**src/design/node_report_pkg.sv**
```systemverilog
// Package with register map, field layout and shared types of the node report capture DMA.
package node_report_pkg;

    // Register offsets on the plain register port.
    localparam logic [7:0] OFS_BUFFER_POINTER = 8'h00;
    localparam logic [7:0] OFS_COUNT = 8'h04;
    localparam logic [7:0] OFS_CONTROL = 8'h08;

    // Field positions.
    localparam int BASE_LSB = 11;
    localparam int CONTROL_ACCEPT_BIT = 0;
    localparam int COUNT_FAULT_BIT = 31;
    localparam int COUNT_EPOCH_LSB = 16;
    localparam int COUNT_SIZE_LSB = 2;
    localparam int HDR_EPOCH_LSB = 16;

    // Reset values of the control state.
    localparam logic [7:0] EPOCH_RESET = 8'h00;
    localparam logic [8:0] SIZE_RESET = 9'h000;
    localparam logic [20:0] BASE_RESET = 21'h000000;

    // Capture limits: 2048 bytes is 512 quadlets; the full-buffer size code.
    localparam int BUFFER_QUADLETS = 512;
    localparam logic [8:0] SIZE_FULL = 9'h1FF;
    // Only the low nine bits of the overflow code fit the size field.
    localparam logic [10:0] SIZE_OVERFLOW = 11'h7FF;
    localparam logic [7:0] EPOCH_MAX = 8'hFF;

    // Host write request toward memory.
    typedef struct packed {
        logic [31:0] addr;
        logic [31:0] data;
    } mem_write_t;

    // Captured quadlet from the link receive path.
    typedef struct packed {
        logic [31:0] data;
    } link_quadlet_t;

    typedef enum logic [1:0] {
        ST_IDLE = 2'b00,
        ST_HEADER = 2'b01,
        ST_DATA = 2'b10,
        ST_DRAIN = 2'b11
    } capture_state_t;

endpackage : node_report_pkg

```
**src/design/node_report_dma.sv**
```systemverilog
// Capture DMA that stores node identification packets after a bus reset.
`timescale 1ns/1ns
module node_report_dma (
    // Clock and reset.
    input wire logic i_clock,
    input wire logic i_reset,
    // Register port.
    input wire logic [7:0] i_reg_addr,
    input wire logic [31:0] i_reg_wdata,
    input wire logic i_reg_write,
    input wire logic i_reg_read,
    output logic [31:0] o_reg_rdata,
    // Link receive path.
    input wire logic i_bus_reset,
    input wire logic i_phase_end,
    input wire logic i_rx_valid,
    input wire logic [31:0] i_rx_data,
    input wire logic i_rx_error,
    input wire logic [31:0] i_cycle_time,
    // Packets outside the identification phase.
    output logic o_other_valid,
    output logic [31:0] o_other_data,
    // Host memory write port.
    output logic o_mem_valid,
    output node_report_pkg::mem_write_t o_mem_req,
    input wire logic i_mem_ready,
    input wire logic i_mem_error,
    // Events.
    output logic o_bus_reset_event,
    output logic o_done_event
);
    ////////////////////////////////////////////////////////////////////////////
    // State.
    logic [20:0] base_r;
    logic accept_r;
    logic [7:0] epoch_r;
    logic [8:0] size_r;
    logic fault_r;
    logic err_seen_r;
    logic phase_r;
    logic [8:0] waddr_r;
    node_report_pkg::capture_state_t state_r;
    node_report_pkg::capture_state_t state_nxt;
    logic [31:0] rdata_r;
    logic mem_valid_r;
    node_report_pkg::mem_write_t mem_req_r;
    logic other_valid_r;
    logic [31:0] other_data_r;
    logic bus_reset_ev_r;
    logic done_ev_r;
    logic phase_end_seen_r;

    ////////////////////////////////////////////////////////////////////////////
    // Register decode.
    function automatic logic hit(input logic [7:0] a, input logic [7:0] ofs);
        hit = (a == ofs);
    endfunction : hit

    wire wr_ptr = i_reg_write && hit(i_reg_addr, node_report_pkg::OFS_BUFFER_POINTER);
    wire wr_ctl = i_reg_write && hit(i_reg_addr, node_report_pkg::OFS_CONTROL);
    wire [31:0] count_word = {fault_r, 7'h00, epoch_r, 5'h00, size_r, 2'h0};
    wire [31:0] ptr_word = {base_r, 11'h000};
    wire [31:0] ctl_word = {31'h00000000, accept_r};
    wire [31:0] rd_sel =
        hit(i_reg_addr, node_report_pkg::OFS_BUFFER_POINTER) ? ptr_word :
        hit(i_reg_addr, node_report_pkg::OFS_COUNT) ? count_word :
        hit(i_reg_addr, node_report_pkg::OFS_CONTROL) ? ctl_word : 32'h00000000;

    always_ff @(posedge i_clock)
    begin
        rdata_r <= i_reg_read ? rd_sel : 32'h00000000;
    end

    always_ff @(posedge i_clock)
    begin
        if (i_reset)
            base_r <= node_report_pkg::BASE_RESET;
        else if (wr_ptr)
            base_r <= i_reg_wdata[31:node_report_pkg::BASE_LSB];
    end

    always_ff @(posedge i_clock)
    begin
        if (i_reset)
            accept_r <= 1'b0;
        else if (wr_ctl)
            accept_r <= i_reg_wdata[node_report_pkg::CONTROL_ACCEPT_BIT];
    end

    ////////////////////////////////////////////////////////////////////////////
    // Data FIFO between link and memory writer.
    logic fifo_in_ready;
    logic fifo_out_valid;
    logic [31:0] fifo_out_data;
    logic fifo_pop;
    wire capture_in = i_rx_valid && phase_r && accept_r && !err_seen_r;
    // Data while the FIFO is full is an overrun, which counts as a receive error.
    wire overrun = capture_in && !fifo_in_ready;

    node_report_fifo #(
        .WIDTH(32),
        .DEPTH(4)
    ) u_fifo (
        .i_clock(i_clock),
        .i_reset(i_reset),
        .i_in_valid(capture_in),
        .i_in_data(i_rx_data),
        .o_in_ready(fifo_in_ready),
        .o_out_valid(fifo_out_valid),
        .o_out_data(fifo_out_data),
        .i_out_ready(fifo_pop),
        .i_flush(i_bus_reset || err_seen_r)
    );

    ////////////////////////////////////////////////////////////////////////////
    // Capture sequencing.
    wire mem_done = mem_valid_r && i_mem_ready;
    wire mem_idle = !mem_valid_r || i_mem_ready;
    wire at_full = (waddr_r == node_report_pkg::SIZE_FULL);
    // A full buffer is declared only after the last write has landed, so size cannot wrap.
    wire overflow = (state_r == node_report_pkg::ST_DATA) && at_full && fifo_out_valid
        && !mem_valid_r;
    wire err_now = i_rx_error || overrun || (mem_valid_r && i_mem_error);
    assign fifo_pop = (state_r == node_report_pkg::ST_DATA) && mem_idle && !err_seen_r
        && fifo_out_valid && !at_full;
    wire finish = (state_r == node_report_pkg::ST_DATA) && phase_end_seen_r && !fifo_out_valid
        && !mem_valid_r;

    always_comb
    begin
        state_nxt = state_r;
        case (state_r)
            node_report_pkg::ST_IDLE: state_nxt = node_report_pkg::ST_IDLE;
            node_report_pkg::ST_HEADER:
                if (mem_idle)
                    state_nxt = node_report_pkg::ST_DATA;
            node_report_pkg::ST_DATA:
                if (finish)
                    state_nxt = node_report_pkg::ST_IDLE;
            node_report_pkg::ST_DRAIN: state_nxt = node_report_pkg::ST_IDLE;
            default: state_nxt = node_report_pkg::ST_IDLE;
        endcase
        if (i_bus_reset)
            state_nxt = node_report_pkg::ST_HEADER;
    end

    always_ff @(posedge i_clock)
    begin
        if (i_reset)
            state_r <= node_report_pkg::ST_IDLE;
        else
            state_r <= state_nxt;
    end

    always_ff @(posedge i_clock)
    begin
        if (i_reset)
            phase_r <= 1'b0;
        else if (i_bus_reset)
            phase_r <= 1'b1;
        else if (i_phase_end)
            phase_r <= 1'b0;
    end

    always_ff @(posedge i_clock)
    begin
        if (i_reset || i_bus_reset)
            phase_end_seen_r <= 1'b0;
        else if (i_phase_end && phase_r)
            phase_end_seen_r <= 1'b1;
    end

    always_ff @(posedge i_clock)
    begin
        if (i_reset)
            epoch_r <= node_report_pkg::EPOCH_RESET;
        else if (i_bus_reset)
            epoch_r <= epoch_r + 8'h01;
    end

    always_ff @(posedge i_clock)
    begin
        if (i_reset || i_bus_reset)
            size_r <= node_report_pkg::SIZE_RESET;
        else if (overflow)
            size_r <= node_report_pkg::SIZE_OVERFLOW[8:0];
        else if (mem_done && !i_mem_error)
            size_r <= size_r + 9'h001;
    end

    always_ff @(posedge i_clock)
    begin
        if (i_reset || i_bus_reset)
            err_seen_r <= 1'b0;
        else if (err_now || overflow)
            err_seen_r <= 1'b1;
    end

    always_ff @(posedge i_clock)
    begin
        if (i_reset)
            fault_r <= 1'b0;
        else if (err_now || err_seen_r)
            fault_r <= 1'b1;
        else if (finish)
            fault_r <= 1'b0;
    end

    ////////////////////////////////////////////////////////////////////////////
    // Memory writer.
    wire [31:0] header_word = {8'h00, epoch_r, i_cycle_time[27:25], i_cycle_time[24:12]};
    wire hdr_go = (state_r == node_report_pkg::ST_HEADER) && mem_idle;

    always_ff @(posedge i_clock)
    begin
        if (i_reset || i_bus_reset)
            waddr_r <= 9'h000;
        else if (hdr_go || fifo_pop)
            waddr_r <= waddr_r + 9'h001;
    end

    always_ff @(posedge i_clock)
    begin
        if (i_reset || i_bus_reset)
            mem_valid_r <= 1'b0;
        else if (hdr_go || fifo_pop)
            mem_valid_r <= 1'b1;
        else if (i_mem_ready)
            mem_valid_r <= 1'b0;
    end

    always_ff @(posedge i_clock)
    begin
        if (i_reset)
            mem_req_r <= '0;
        else if (hdr_go)
            mem_req_r <= '{addr: {base_r, 11'h000}, data: header_word};
        else if (fifo_pop)
            mem_req_r <= '{addr: {base_r, waddr_r, 2'h0}, data: fifo_out_data};
    end

    ////////////////////////////////////////////////////////////////////////////
    // Events and the path for packets outside the phase.
    // route outside phase
    always_ff @(posedge i_clock)
    begin
        if (i_reset)
        begin
            other_valid_r <= 1'b0;
            other_data_r <= 32'h00000000;
        end
        else
        begin
            other_valid_r <= i_rx_valid && !phase_r && accept_r;
            other_data_r <= i_rx_data;
        end
    end

    always_ff @(posedge i_clock)
    begin
        if (i_reset)
        begin
            done_ev_r <= 1'b0;
            bus_reset_ev_r <= 1'b0;
        end
        else
        begin
            done_ev_r <= finish;
            bus_reset_ev_r <= i_bus_reset;
        end
    end

    assign o_reg_rdata = rdata_r;
    assign o_mem_valid = mem_valid_r;
    assign o_mem_req = mem_req_r;
    assign o_other_valid = other_valid_r;
    assign o_other_data = other_data_r;
    assign o_bus_reset_event = bus_reset_ev_r;
    assign o_done_event = done_ev_r;
endmodule : node_report_dma

```
**src/design/node_report_fifo.sv**
```systemverilog
// Small synchronous FIFO with valid and ready on both sides.
`timescale 1ns/1ns
module node_report_fifo #(
    parameter int WIDTH = 32,
    parameter int DEPTH = 4
) (
    // Clock and reset.
    input wire logic i_clock,
    input wire logic i_reset,
    // Filling side.
    input wire logic i_in_valid,
    input wire logic [WIDTH-1:0] i_in_data,
    output logic o_in_ready,
    // Draining side.
    output logic o_out_valid,
    output logic [WIDTH-1:0] o_out_data,
    input wire logic i_out_ready,
    input wire logic i_flush
);
    localparam int AW = $clog2(DEPTH);

    initial
    begin
        if (DEPTH < 2 || (1 << AW) != DEPTH)
            $error("DEPTH must be a power of two of at least 2");
    end

    logic [WIDTH-1:0] mem_r [DEPTH];
    logic [AW:0] wr_r;
    logic [AW:0] rd_r;
    wire full = (wr_r[AW-1:0] == rd_r[AW-1:0]) && (wr_r[AW] != rd_r[AW]);
    wire empty = (wr_r == rd_r);
    wire push = i_in_valid && !full;
    wire pop = i_out_ready && !empty;

    assign o_in_ready = !full;
    assign o_out_valid = !empty;
    assign o_out_data = mem_r[rd_r[AW-1:0]];

    always_ff @(posedge i_clock)
    begin
        if (push)
            mem_r[wr_r[AW-1:0]] <= i_in_data;
    end

    always_ff @(posedge i_clock)
    begin
        if (i_reset || i_flush)
        begin
            wr_r <= '0;
            rd_r <= '0;
        end
        else
        begin
            wr_r <= wr_r + (AW+1)'(push);
            rd_r <= rd_r + (AW+1)'(pop);
        end
    end

endmodule : node_report_fifo

```
**config.mk**
```make
export PLATFORM = sky130hd
export DESIGN_NAME = node_report_dma
export DESIGN_NICKNAME = d
export VERILOG_FILES = /design/src/design/node_report_pkg.sv /design/src/design/node_report_dma.sv /design/src/design/node_report_fifo.sv
export SDC_FILE = /design/constraint.sdc
export NUM_CORES = 1
export LEC_CHECK = 0
export ABC_AREA = 1
export BUFFER_PORTS_ARGS = -buffer_cell sky130_fd_sc_hd__clkbuf_2
export CORE_AREA = 4 4 157 272
export CTS_BUF_LIST = sky130_fd_sc_hd__clkbuf_8
export DETAILED_ROUTE_END_ITERATION = 7
export DIE_AREA = 0 0 161 276
export GPL_TIMING_DRIVEN = 0
export PLACE_DENSITY = 0.54
export SYNTH_ARGS = -nofsm -noshare
export SYNTH_HDL_FRONTEND = slang
export SYNTH_HIERARCHICAL = 1
export SYNTH_SLANG_ARGS = --single-unit
export TNS_END_PERCENT = 10
```
**constraint.sdc**
```tcl
create_clock -name i_clock -period 2.3 [get_ports i_clock]
set_input_delay 0.345 -clock i_clock [delete_from_list [all_inputs] [get_ports i_clock]]
set_output_delay 0.345 -clock i_clock [all_outputs]
set_load 0.01 [all_outputs]
```
==> results of run 1 <==
[metrics by stage]
step	area [µm²]	utilization	worst slack, ns	cells	hold slack [ns]
after CTS	15700	0.385	0.0199	2207	0.00338
after global routing	15800	0.388	-0.0173	2219	0.0163
after global placement	13800	0.340	-0.869	2045	0.432
after detailed placement	14000	0.343	-0.512	2049	0.435
after floorplan	12100	-	0.00211	1279	0.421
final	15800	0.388	0.126	2219	0.0529
[cell usage after synthesis, types with 2 or more instances]
library cell  count
buf_4             9
xor2_1            3
nand3_1         107
or2_1             3
nor2_4            2
nor2_2            8
buf_2            18
edfxtp_1        128
nand2_1         147
buf_6             7
o22ai_1          32
o21ai_0         104
inv_1           138
a21oi_1          65
clkbuf_1         34
inv_2             7
nor2_1          212
nand2_2           2
o21ai_1          24
nand2_4           3
nand4_1           8
nor3_1            9
a31oi_1           2
ha_1              8
dfxtp_1         189
[power by group through the flow]
stage	Sequential, mW	Clock, mW	Combinational [mW]
finish	5.96	4.94	0.600
global route	5.97	5.32	0.669
CTS	5.96	5.11	0.612
detailed placement	6.09	0	0.531
global placement	6.08	0	0.524
floorplan	6.11	0	0.202
[cell families (layout without fill, tap and decap cells)]
family,Yosys count,count (layout),synth area share
xor gates and xnor gates,3,3,0.00219
and+or+nand+nor,505,505,0.180
adders and majority gates,8,8,0.00833
buffers and inverters,215,604,0.0762
DFF,317,317,0.634
AOI/OAI and AO/OA,228,228,0.0987
other,1,4,0.000312
[worst max-delay path: stages (launching register included)]
cell and delay [ns]:
dfxtp_4 0.36, ha_4 0.15, nand3_4 0.09, nor4_4 0.17
ha_2 0.26, nor3_4 0.06, nand2_4 0.08, buf_12 0.12
clkinv_8 0.04, o21ai_1 0.06, inv_1 0.06, ha_2 0.16
ha_2 0.18, or2_1 0.22, a21oi_1 0.11
[per-layer routing]
metal	routed length, µm	vias up	part of all wire
li1	-	4927	-
met1	13200	4565	0.36
met2	20200	290	0.56
met3	1550	101	0.042
met4	1500	0	0.041
met5	0	-	0
[final cells by class]
type                    count  area share
flip-flops and latches    317       0.483
inverters                 146      0.0355
well taps                 550      0.0435
clock inverters            34      0.0148
plain buffers              68      0.0238
diodes                      1    0.000158
multi-input cells         747       0.226
clock buffers              58      0.0505
repair buffers            298       0.122
[timing repair]
action / CTS / global route
endpoints found under the setup margin: 70 / 54
setup buffers: 10 / 11
hold buffers: 57 / 0
resized for setup: 16 / 10
pin swaps: 4 / 4
endpoints found under the hold margin: 174 / 0
[state kept, by name, indices dropped and copies added (netlist names), 2 cells and up]
| register | cells |
|---|---|
| size_r | 9 |
| o_other_data | 32 |
| u_fifo/mem_r | 128 |
| waddr_r | 9 |
| epoch_r | 8 |
| u_fifo/rd_r | 3 |
| state_r | 2 |
| u_fifo/wr_r | 3 |
| o_mem_req | 62 |
| base_r | 21 |
| o_reg_rdata | 31 |
[worst paths after layout]
| kind | end | slack [ns] | cells after the start |
|---|---|---|---|
| hold reg to reg | o_reg_rdata[27]$_SDFF_PN0_ | 0.45 | 2 |
| setup reg to reg | u_fifo/rd_r[2]$_SDFF_PP0_ | 0.13 | 14 |
| hold / removal | o_other_data[19]$_SDFF_PP0_ | 0.05 | 3 |
| setup / recovery | u_fifo/rd_r[2]$_SDFF_PP0_ | 0.13 | 14 |
==> results.toml, run 1 <==
[final_layout]
multiInputGateArea_um2 = 3570
drive_gt1_frac = 0.234
area_growth_pct = 31.5
ff_latch_area_um2 = 7640
layout_commonest_cell = "clkbuf_2"
finalNetCount = 1750
final_cell_mix = "216 x clkbuf_2, 212 x nor2_1, 182 x dfxtp_1"
nFillCells = 4177

[job]
drv_cap = 0

[power_and_ir_drop]
total_power_mw = 11.5
switchingPower_mw = 2.69
seqPwrFrac = 0.518
intPower_mw = 8.81
irDropWorstVdd_uv = 433
leakage_nw = 6.64
swShare = 0.234
power_frac_comb = 0.052
p_clk_frac = 0.429
powerDensity_nw_per_um2 = 727

[status]
status = "complete, no violations"

[timing]
fin_crit_sh = 0.945
setup_violations = 0
layout_min_cycle_time_ns = 2.17
slew_headroom = 0.522
max_freq_mhz = 460
drv_slew = 0
setup_tns_ns = 0
hold_viol_final = 0
rsz0062_at_grt = "yes"
worst_pin_slew_ns = 0.717
fin_skew_ns = 0.0214

[placement]
portBuffers = 216
hpwl_um = 26800
globalplace.congestion = 0.799

[cts]
cts_tree = "done"
cts_buffer_depth = 3
cts_sinks = 317
numCtsBuffers = 50
cts_root_buf = "clkbuf_8"
h-tree-depth = 2
path_clk_slew_ns = 0.06
clk-insertion-delay-late_ns = 0.59

[setup_path]
cp.arrival_ns = 2.69
startpoint = "waddr_r[0]$_SDFFE_PP0P_"
path_max_fanout = 3
end_kind = "register"
worstReg2RegStart = "waddr_r[0]$_SDFFE_PP0P_"
critical_path_class = "register to register"
worstPathRequired_ns = 2.82
start_kind = "register"

[worst_hold_path]
min_from = "i_rx_data[19]"
hold_path_class = "input pin to register"

[yosys]
async_reset_ff_frac = 0
synth.distinct_cells = 33
ys.flop_type = "dfxtp_1"
ys_seq_area_frac = 0.634
syn_area_per_cell_um2 = 9.41
syn_inst = 1277
synth_top_area_share = 0.320
synth-edff-count = 128
syn_area_um2 = 12000
ys_ff_latch = 317
yosys.area.top_type = "edfxtp_1"
yosysWarnings = 6
synth_area_leaders = "edfxtp_1 32%, dfxtp_1 31%, nor2_1 6.6%"

[global_route]
antenna_found_initial = 1
overflow = 0
gr-usage-met3 = 0.0251
gr-usage-all-layers = 0.160
grt_util_met1 = 0.161
grt_max_degree = 20
grt-busiest-layer = "met2"
grt_pass1_wl_um = 55800
use_met2 = 0.312
grt_pass1_vias = 10300

[route]
final_antenna_net_count = 0
dr.first_iter.drc_count = 552
wire_per_inst_um = 16.4
vias = 9883
drt_first_pass_iters = 5
drcViolationCount = 0
via_per_inst = 4.45
routed_wl_um = 36500

[floorplan]
die_height_um = 276
die_x_um = 161
ios = 246
row_count = 98
dieArea_um2 = 44400
core_um2 = 40700
start_util = 0.295
Power figures use the tool's default switching activity.
==> run 2, diff against run 1 <==
--- a/config.mk
+++ b/config.mk
@@ -13,6 +13,8 @@
 export DIE_AREA = 0 0 161 276
 export GPL_TIMING_DRIVEN = 0
 export PLACE_DENSITY = 0.54
+export RECOVER_POWER = 50
+export SLEW_MARGIN = 20
 export SYNTH_ARGS = -nofsm -noshare
 export SYNTH_HDL_FRONTEND = slang
 export SYNTH_HIERARCHICAL = 1
==> run 2 against run 1 <==
Via count decreased by 0.46%; clock-buffer cell count is 2 higher; routed wire length increased by 0.34%; fmax about the same; non-clock buffer count decreased by 4; worst setup slack got worse by 0.0012 ns; flip-flop and latch count did not move; power decreased by 0.77%; core utilization is 0.57 points lower; sequential share of layout area up 0.71 points.
==> results.toml, run 2 (same netlist as run 1, synthesis figures left out) <==
[status]
status = "complete, no violations"

[setup_path]
path_max_fanout = 14
path_cells = "ha_4 > nand3_4 > nor4_4 > ha_2 > nor3_4 > nand2_4 > inv_8 > o21ai_2 > inv_1 > ha_1 > ha_2 > or2_1 > a21oi_1"
worstPathRequired_ns = 2.81
critical_path_class = "register to register"
r2r-end = "u_fifo/rd_r[2]$_SDFF_PP0_"
slowest_delay_ns = 0.36
cp.arrival_ns = 2.68
path_common_cell = "ha_2"
start_kind = "register"
worstReg2RegStart = "waddr_r[0]$_SDFFE_PP0P_"
startpoint = "waddr_r[0]$_SDFFE_PP0P_"
worstRegToRegCells = 13
end_kind = "register"
slowest_stage = "dfxtp_4"
crit_family = "adder cells"
critPathBufInv = 2
r2r_slack_ns = 0.12

[floorplan]
die_x_um = 161
start_util = 0.295
core_um2 = 40700
dieArea_um2 = 44400
die_height_um = 276
ios = 246
row_count = 98

[worst_hold_path]
min_from = "i_reg_wdata[28]"
hold_path_class = "input pin to register"
holdPathStages = 3
hold_path_end = "base_r[17]$_SDFFE_PP0P_"

[final_layout]
final_cell_mix = "213 x nor2_1, 182 x dfxtp_1, 176 x clkbuf_1"
finish.utilization = 0.383
finalNetCount = 1746
layout_commonest_cell = "nor2_1"
drive_gt1_frac = 0.147
area_growth_pct = 29.6
nFillCells = 4244
largest_reg_flops = 128

[power_and_ir_drop]
leakage_nw = 6.14
irDropWorstVdd_uv = 425
total_power_mw = 11.4
powerDensity_nw_per_um2 = 732

[timing]
drv_slew = 0
hold_viol_final = 0
worst_pin_slew_ns = 0.697
fin_crit_sh = 0.946
slew_headroom = 0.535
max_freq_mhz = 460
fin_skew_ns = 0.0285
rsz0062_at_grt = "yes"
layout_min_cycle_time_ns = 2.18
setup_violations = 0

[global_route]
antenna_found_initial = 1
grt_pass1_vias = 10200
grt_pass1_wl_um = 55800
overflow = 0
grt_max_degree = 20
gr-usage-all-layers = 0.160

[placement]
hpwl_um = 26800
portBuffers = 216
globalplace.congestion = 0.799

[cts]
clk-insertion-delay-late_ns = 0.60
cts_buffer_depth = 3
numCtsBuffers = 50
h-tree-depth = 2
cts_root_buf = "clkbuf_8"
cts_sinks = 317
path_clk_slew_ns = 0.06
cts_tree = "done"

[route]
drt_first_pass_iters = 5
dr.first_iter.drc_count = 502
vias = 9838
wire_per_inst_um = 16.5
routed_wl_um = 36600
drcViolationCount = 0
via_per_inst = 4.44
final_antenna_net_count = 0

[job]
drv_cap = 0
-- run 2: cell count changes in the layout (fill, tap and decap cells not counted), moves of 2 or more --
cell,delta
clkbuf_1,+143
clkbuf_2,-142
buf_4,-3
inv_1,-3
clkbuf_8,+2
inv_8,+2
-- run 2: metrics by stage --
stage	std cells	instance area, µm²	hold slack, ns	setup WS [ns]	TNS [ns]
detailed placement	2049	14000	0.435	-0.511	-8.90
global route	2214	15600	0.0346	-0.0236	-0.0236
floorplan	1279	12100	0.421	0.00211	0
global placement	2045	13800	0.432	-0.869	-111.82
finish	2214	15600	0.0479	0.125	0
CTS	2205	15700	0.00485	0.0179	0
-- run 2: worst max path at each step --
| stage | endpoint | slack, ns | cells after the start |
|---|---|---|---|
| floorplan | u_fifo/rd_r[2]$_SDFF_PP0_ | 0.002 | 14 |
| global placement | u_fifo/mem_r[0][0]$_DFFE_PP_ | -0.87 | 5 |
| detailed placement | u_fifo/rd_r[1]$_SDFF_PP0_ | -0.51 | 17 |
| CTS | u_fifo/mem_r[0][5]$_DFFE_PP_ | 0.02 | 5 |
| global route | u_fifo/rd_r[2]$_SDFF_PP0_ | -0.02 | 13 |
| finish | u_fifo/rd_r[2]$_SDFF_PP0_ | 0.12 | 13 |
-- run 2: power by group --
part | switching [mW] | internal (mW) | total (mW) | leakage [nW]
clock network | 2.27 | 2.60 | 4.87 | 0.575
logic | 0.356 | 0.220 | 0.576 | 2.87
registers | 0.0412 | 5.92 | 5.96 | 2.69
-- run 2: tightest hold or removal path, stage by stage --
cell,delay (ns)
clkbuf_2,0.08
nand3_1,0.08
a21oi_1,0.06
-- run 2: repair_timing --
item / CTS / global route
hold buffers: 56 / 0
endpoints found under the setup margin: 72 / 107
endpoints found under the hold margin: 178 / 0
pin swaps: 4 / 3
setup buffers: 10 / 8
gates resized for setup: 15 / 8
-- run 2: routing by layer --
layer  vias to the layer above  track usage  routed length [µm]  part of all wire
li1                       4913            -                   -                 -
met2                       258        0.316               20500              0.56
met1                      4586        0.159               13100              0.36
met4                         0       0.0764                1430             0.039
met3                        81       0.0268                1510             0.041
met5                         -            0                   0                 0
-- run 2: final cells by class --
| cell class | instances | area, µm² | share of cell area |
|---|---|---|---|
| well taps | 550 | 688 | 0.0442 |
| multi-input cells | 747 | 3570 | 0.229 |
| clock buffers | 60 | 826 | 0.0530 |
| clock inverters | 31 | 196 | 0.0126 |
| flip-flops and latches | 317 | 7640 | 0.491 |
| plain buffers | 68 | 372 | 0.0239 |
| diodes | 1 | 2.50 | 0.000161 |
| repair buffers | 294 | 1730 | 0.111 |
| inverters | 146 | 556 | 0.0357 |
==> run 3, diff against run 2 <==
--- a/config.mk
+++ b/config.mk
@@ -12,6 +12,7 @@
 export DETAILED_ROUTE_END_ITERATION = 7
 export DIE_AREA = 0 0 161 276
 export GPL_TIMING_DRIVEN = 0
+export MAX_ROUTING_LAYER = met4
 export PLACE_DENSITY = 0.54
 export RECOVER_POWER = 50
 export SLEW_MARGIN = 20
==> run 3 against run 2 <==
Fmax shrank 0.11%; critical endpoint unchanged; register-to-register slack is essentially flat; worst hold slack got worse by 0.0016 ns; clock-buffer cell count did not move; core utilization did not move; worst setup slack got worse by 0.0024 ns; largest power group unchanged; clock power is essentially flat; die area did not move; sequential power is essentially flat; via count about the same; combinational power is essentially flat; design area is the same.
==> results.toml, run 3 (same netlist as run 1, synthesis figures left out) <==
[status]
status = "complete, no violations"

[global_route]
antenna_found_initial = 1
grt_pass1_vias = 10200
gr-usage-all-layers = 0.165
grt_max_degree = 20
grt_pass1_wl_um = 55800
overflow = 0

[final_layout]
drive_gt1_frac = 0.147
area_growth_pct = 29.6
final_cell_mix = "213 x nor2_1, 182 x dfxtp_1, 176 x clkbuf_1"
finalNetCount = 1746
ff_latch_area_um2 = 7640
finish.utilization = 0.383
multiInputGateArea_um2 = 3570
nFillCells = 4243
largest_reg_flops = 128
layout_commonest_cell = "nor2_1"

[setup_path]
path_max_fanout = 14
end_kind = "register"
worstRegToRegCells = 13
critical_path_class = "register to register"
cp.depth = 13
critPathBufInv = 2
crit_family = "adder cells"
path_common_cell = "ha_2"
worstPathRequired_ns = 2.81
r2r_slack_ns = 0.12
path_cells = "ha_4 > nand3_4 > nor4_4 > ha_2 > nor3_4 > nand2_4 > inv_8 > o21ai_2 > inv_1 > ha_1 > ha_2 > or2_1 > a21oi_1"
cp.arrival_ns = 2.68
start_kind = "register"
slowest_delay_ns = 0.36
slowest_stage = "dfxtp_4"

[timing]
layout_min_cycle_time_ns = 2.18
fin_skew_ns = 0.0312
worst_pin_slew_ns = 0.710
setup_tns_ns = 0
max_freq_mhz = 459
fin_crit_sh = 0.947
hold_viol_final = 0
drv_slew = 0
slew_headroom = 0.527
setup_violations = 0
worst_slack_ns = 0.122
rsz0062_at_grt = "yes"
fin_hold_ws_ns = 0.0463

[floorplan]
start_util = 0.295
die_x_um = 161
die_height_um = 276
core_um2 = 40700
ios = 246
row_count = 98
dieArea_um2 = 44400

[cts]
numCtsBuffers = 50
h-tree-depth = 2
cts_buffer_depth = 3
cts_sinks = 317
cts_root_buf = "clkbuf_8"
cts_tree = "done"
path_clk_slew_ns = 0.06
clk-insertion-delay-late_ns = 0.60

[placement]
pre_cts_slack_ns = -0.511
portBuffers = 216
globalplace.congestion = 0.812
hpwl_um = 26800

[route]
drt_first_pass_iters = 4
wire_per_inst_um = 16.5
dr.first_iter.drc_count = 508
drcViolationCount = 0
final_antenna_net_count = 0
vias = 9830
routed_wl_um = 36600
via_per_inst = 4.44

[power_and_ir_drop]
seqPwrFrac = 0.522
power_frac_comb = 0.050
switchingPower_mw = 2.68
total_power_mw = 11.4
intPower_mw = 8.74
p_clk_frac = 0.428
leakage_nw = 6.14
powerDensity_nw_per_um2 = 733
swShare = 0.235
irDropWorstVdd_uv = 425

[worst_hold_path]
holdPathStages = 3
hold_path_class = "input pin to register"

[job]
drv_cap = 0
run 3: cell counts in the layout (fill, tap and decap cells not counted):
No cell type changed its count.
run 3: layout make-up:
class	instances	share of cell area
Antenna cell	1	0.000161
Buffer	68	0.0239
Clock buffer	60	0.0530
Clock inverter	31	0.0126
Inverter	146	0.0357
Multi-Input combinational cell	747	0.229
Sequential cell	317	0.491
Tap cell	550	0.0442
Timing Repair Buffer	294	0.111
run 3: final timing paths:
kind,startpoint,endpoint
max,waddr_r[0]$_SDFFE_PP0P_,u_fifo/rd_r[2]$_SDFF_PP0_
min,i_reg_wdata[28],base_r[17]$_SDFFE_PP0P_
max reg2reg,waddr_r[0]$_SDFFE_PP0P_,u_fifo/rd_r[2]$_SDFF_PP0_
min reg2reg,base_r[16]$_SDFFE_PP0P_,o_reg_rdata[27]$_SDFF_PN0_
run 3: metrics by stage:
stage                     instances  cell area [µm²]
final                          2214            15600
after global routing           2214            15600
after CTS                      2205            15700
after detailed placement       2049            14000
after global placement         2045            13800
after floorplan                1279            12100
run 3: layer usage:
metal / wire length, µm / global-route usage / vias up
li1: - / - / 4914
met1: 13300 / 0.159 / 4570
met2: 20500 / 0.316 / 258
met3: 1410 / 0.0261 / 88
met4: 1450 / 0.0764 / 0
met5: 0 / - / -
run 3: tightest hold or removal path, stage by stage:
cell and delay [ns]:
clkbuf_2 0.08, nand3_1 0.08, a21oi_1 0.06
run 3: repair_timing:
| item | CTS | global route |
|---|---|---|
| endpoints found under the hold margin | 178 | 0 |
| hold buffers | 56 | 0 |
| buffers inserted | 10 | 8 |
| gates cloned | 0 | 0 |
| gates resized for setup | 15 | 8 |
| pin swaps | 4 | 3 |
| endpoints found under the setup margin | 72 | 108 |
run 3: power by group through the flow:
stage               clock, mW  sequential (mW)  combinational, mW
floorplan                   0             6.11              0.202
global placement            0             6.08              0.524
global route             5.27             5.97              0.646
finish                   4.88             5.96              0.577
detailed placement          0             6.09              0.531
CTS                      5.05             5.96              0.611
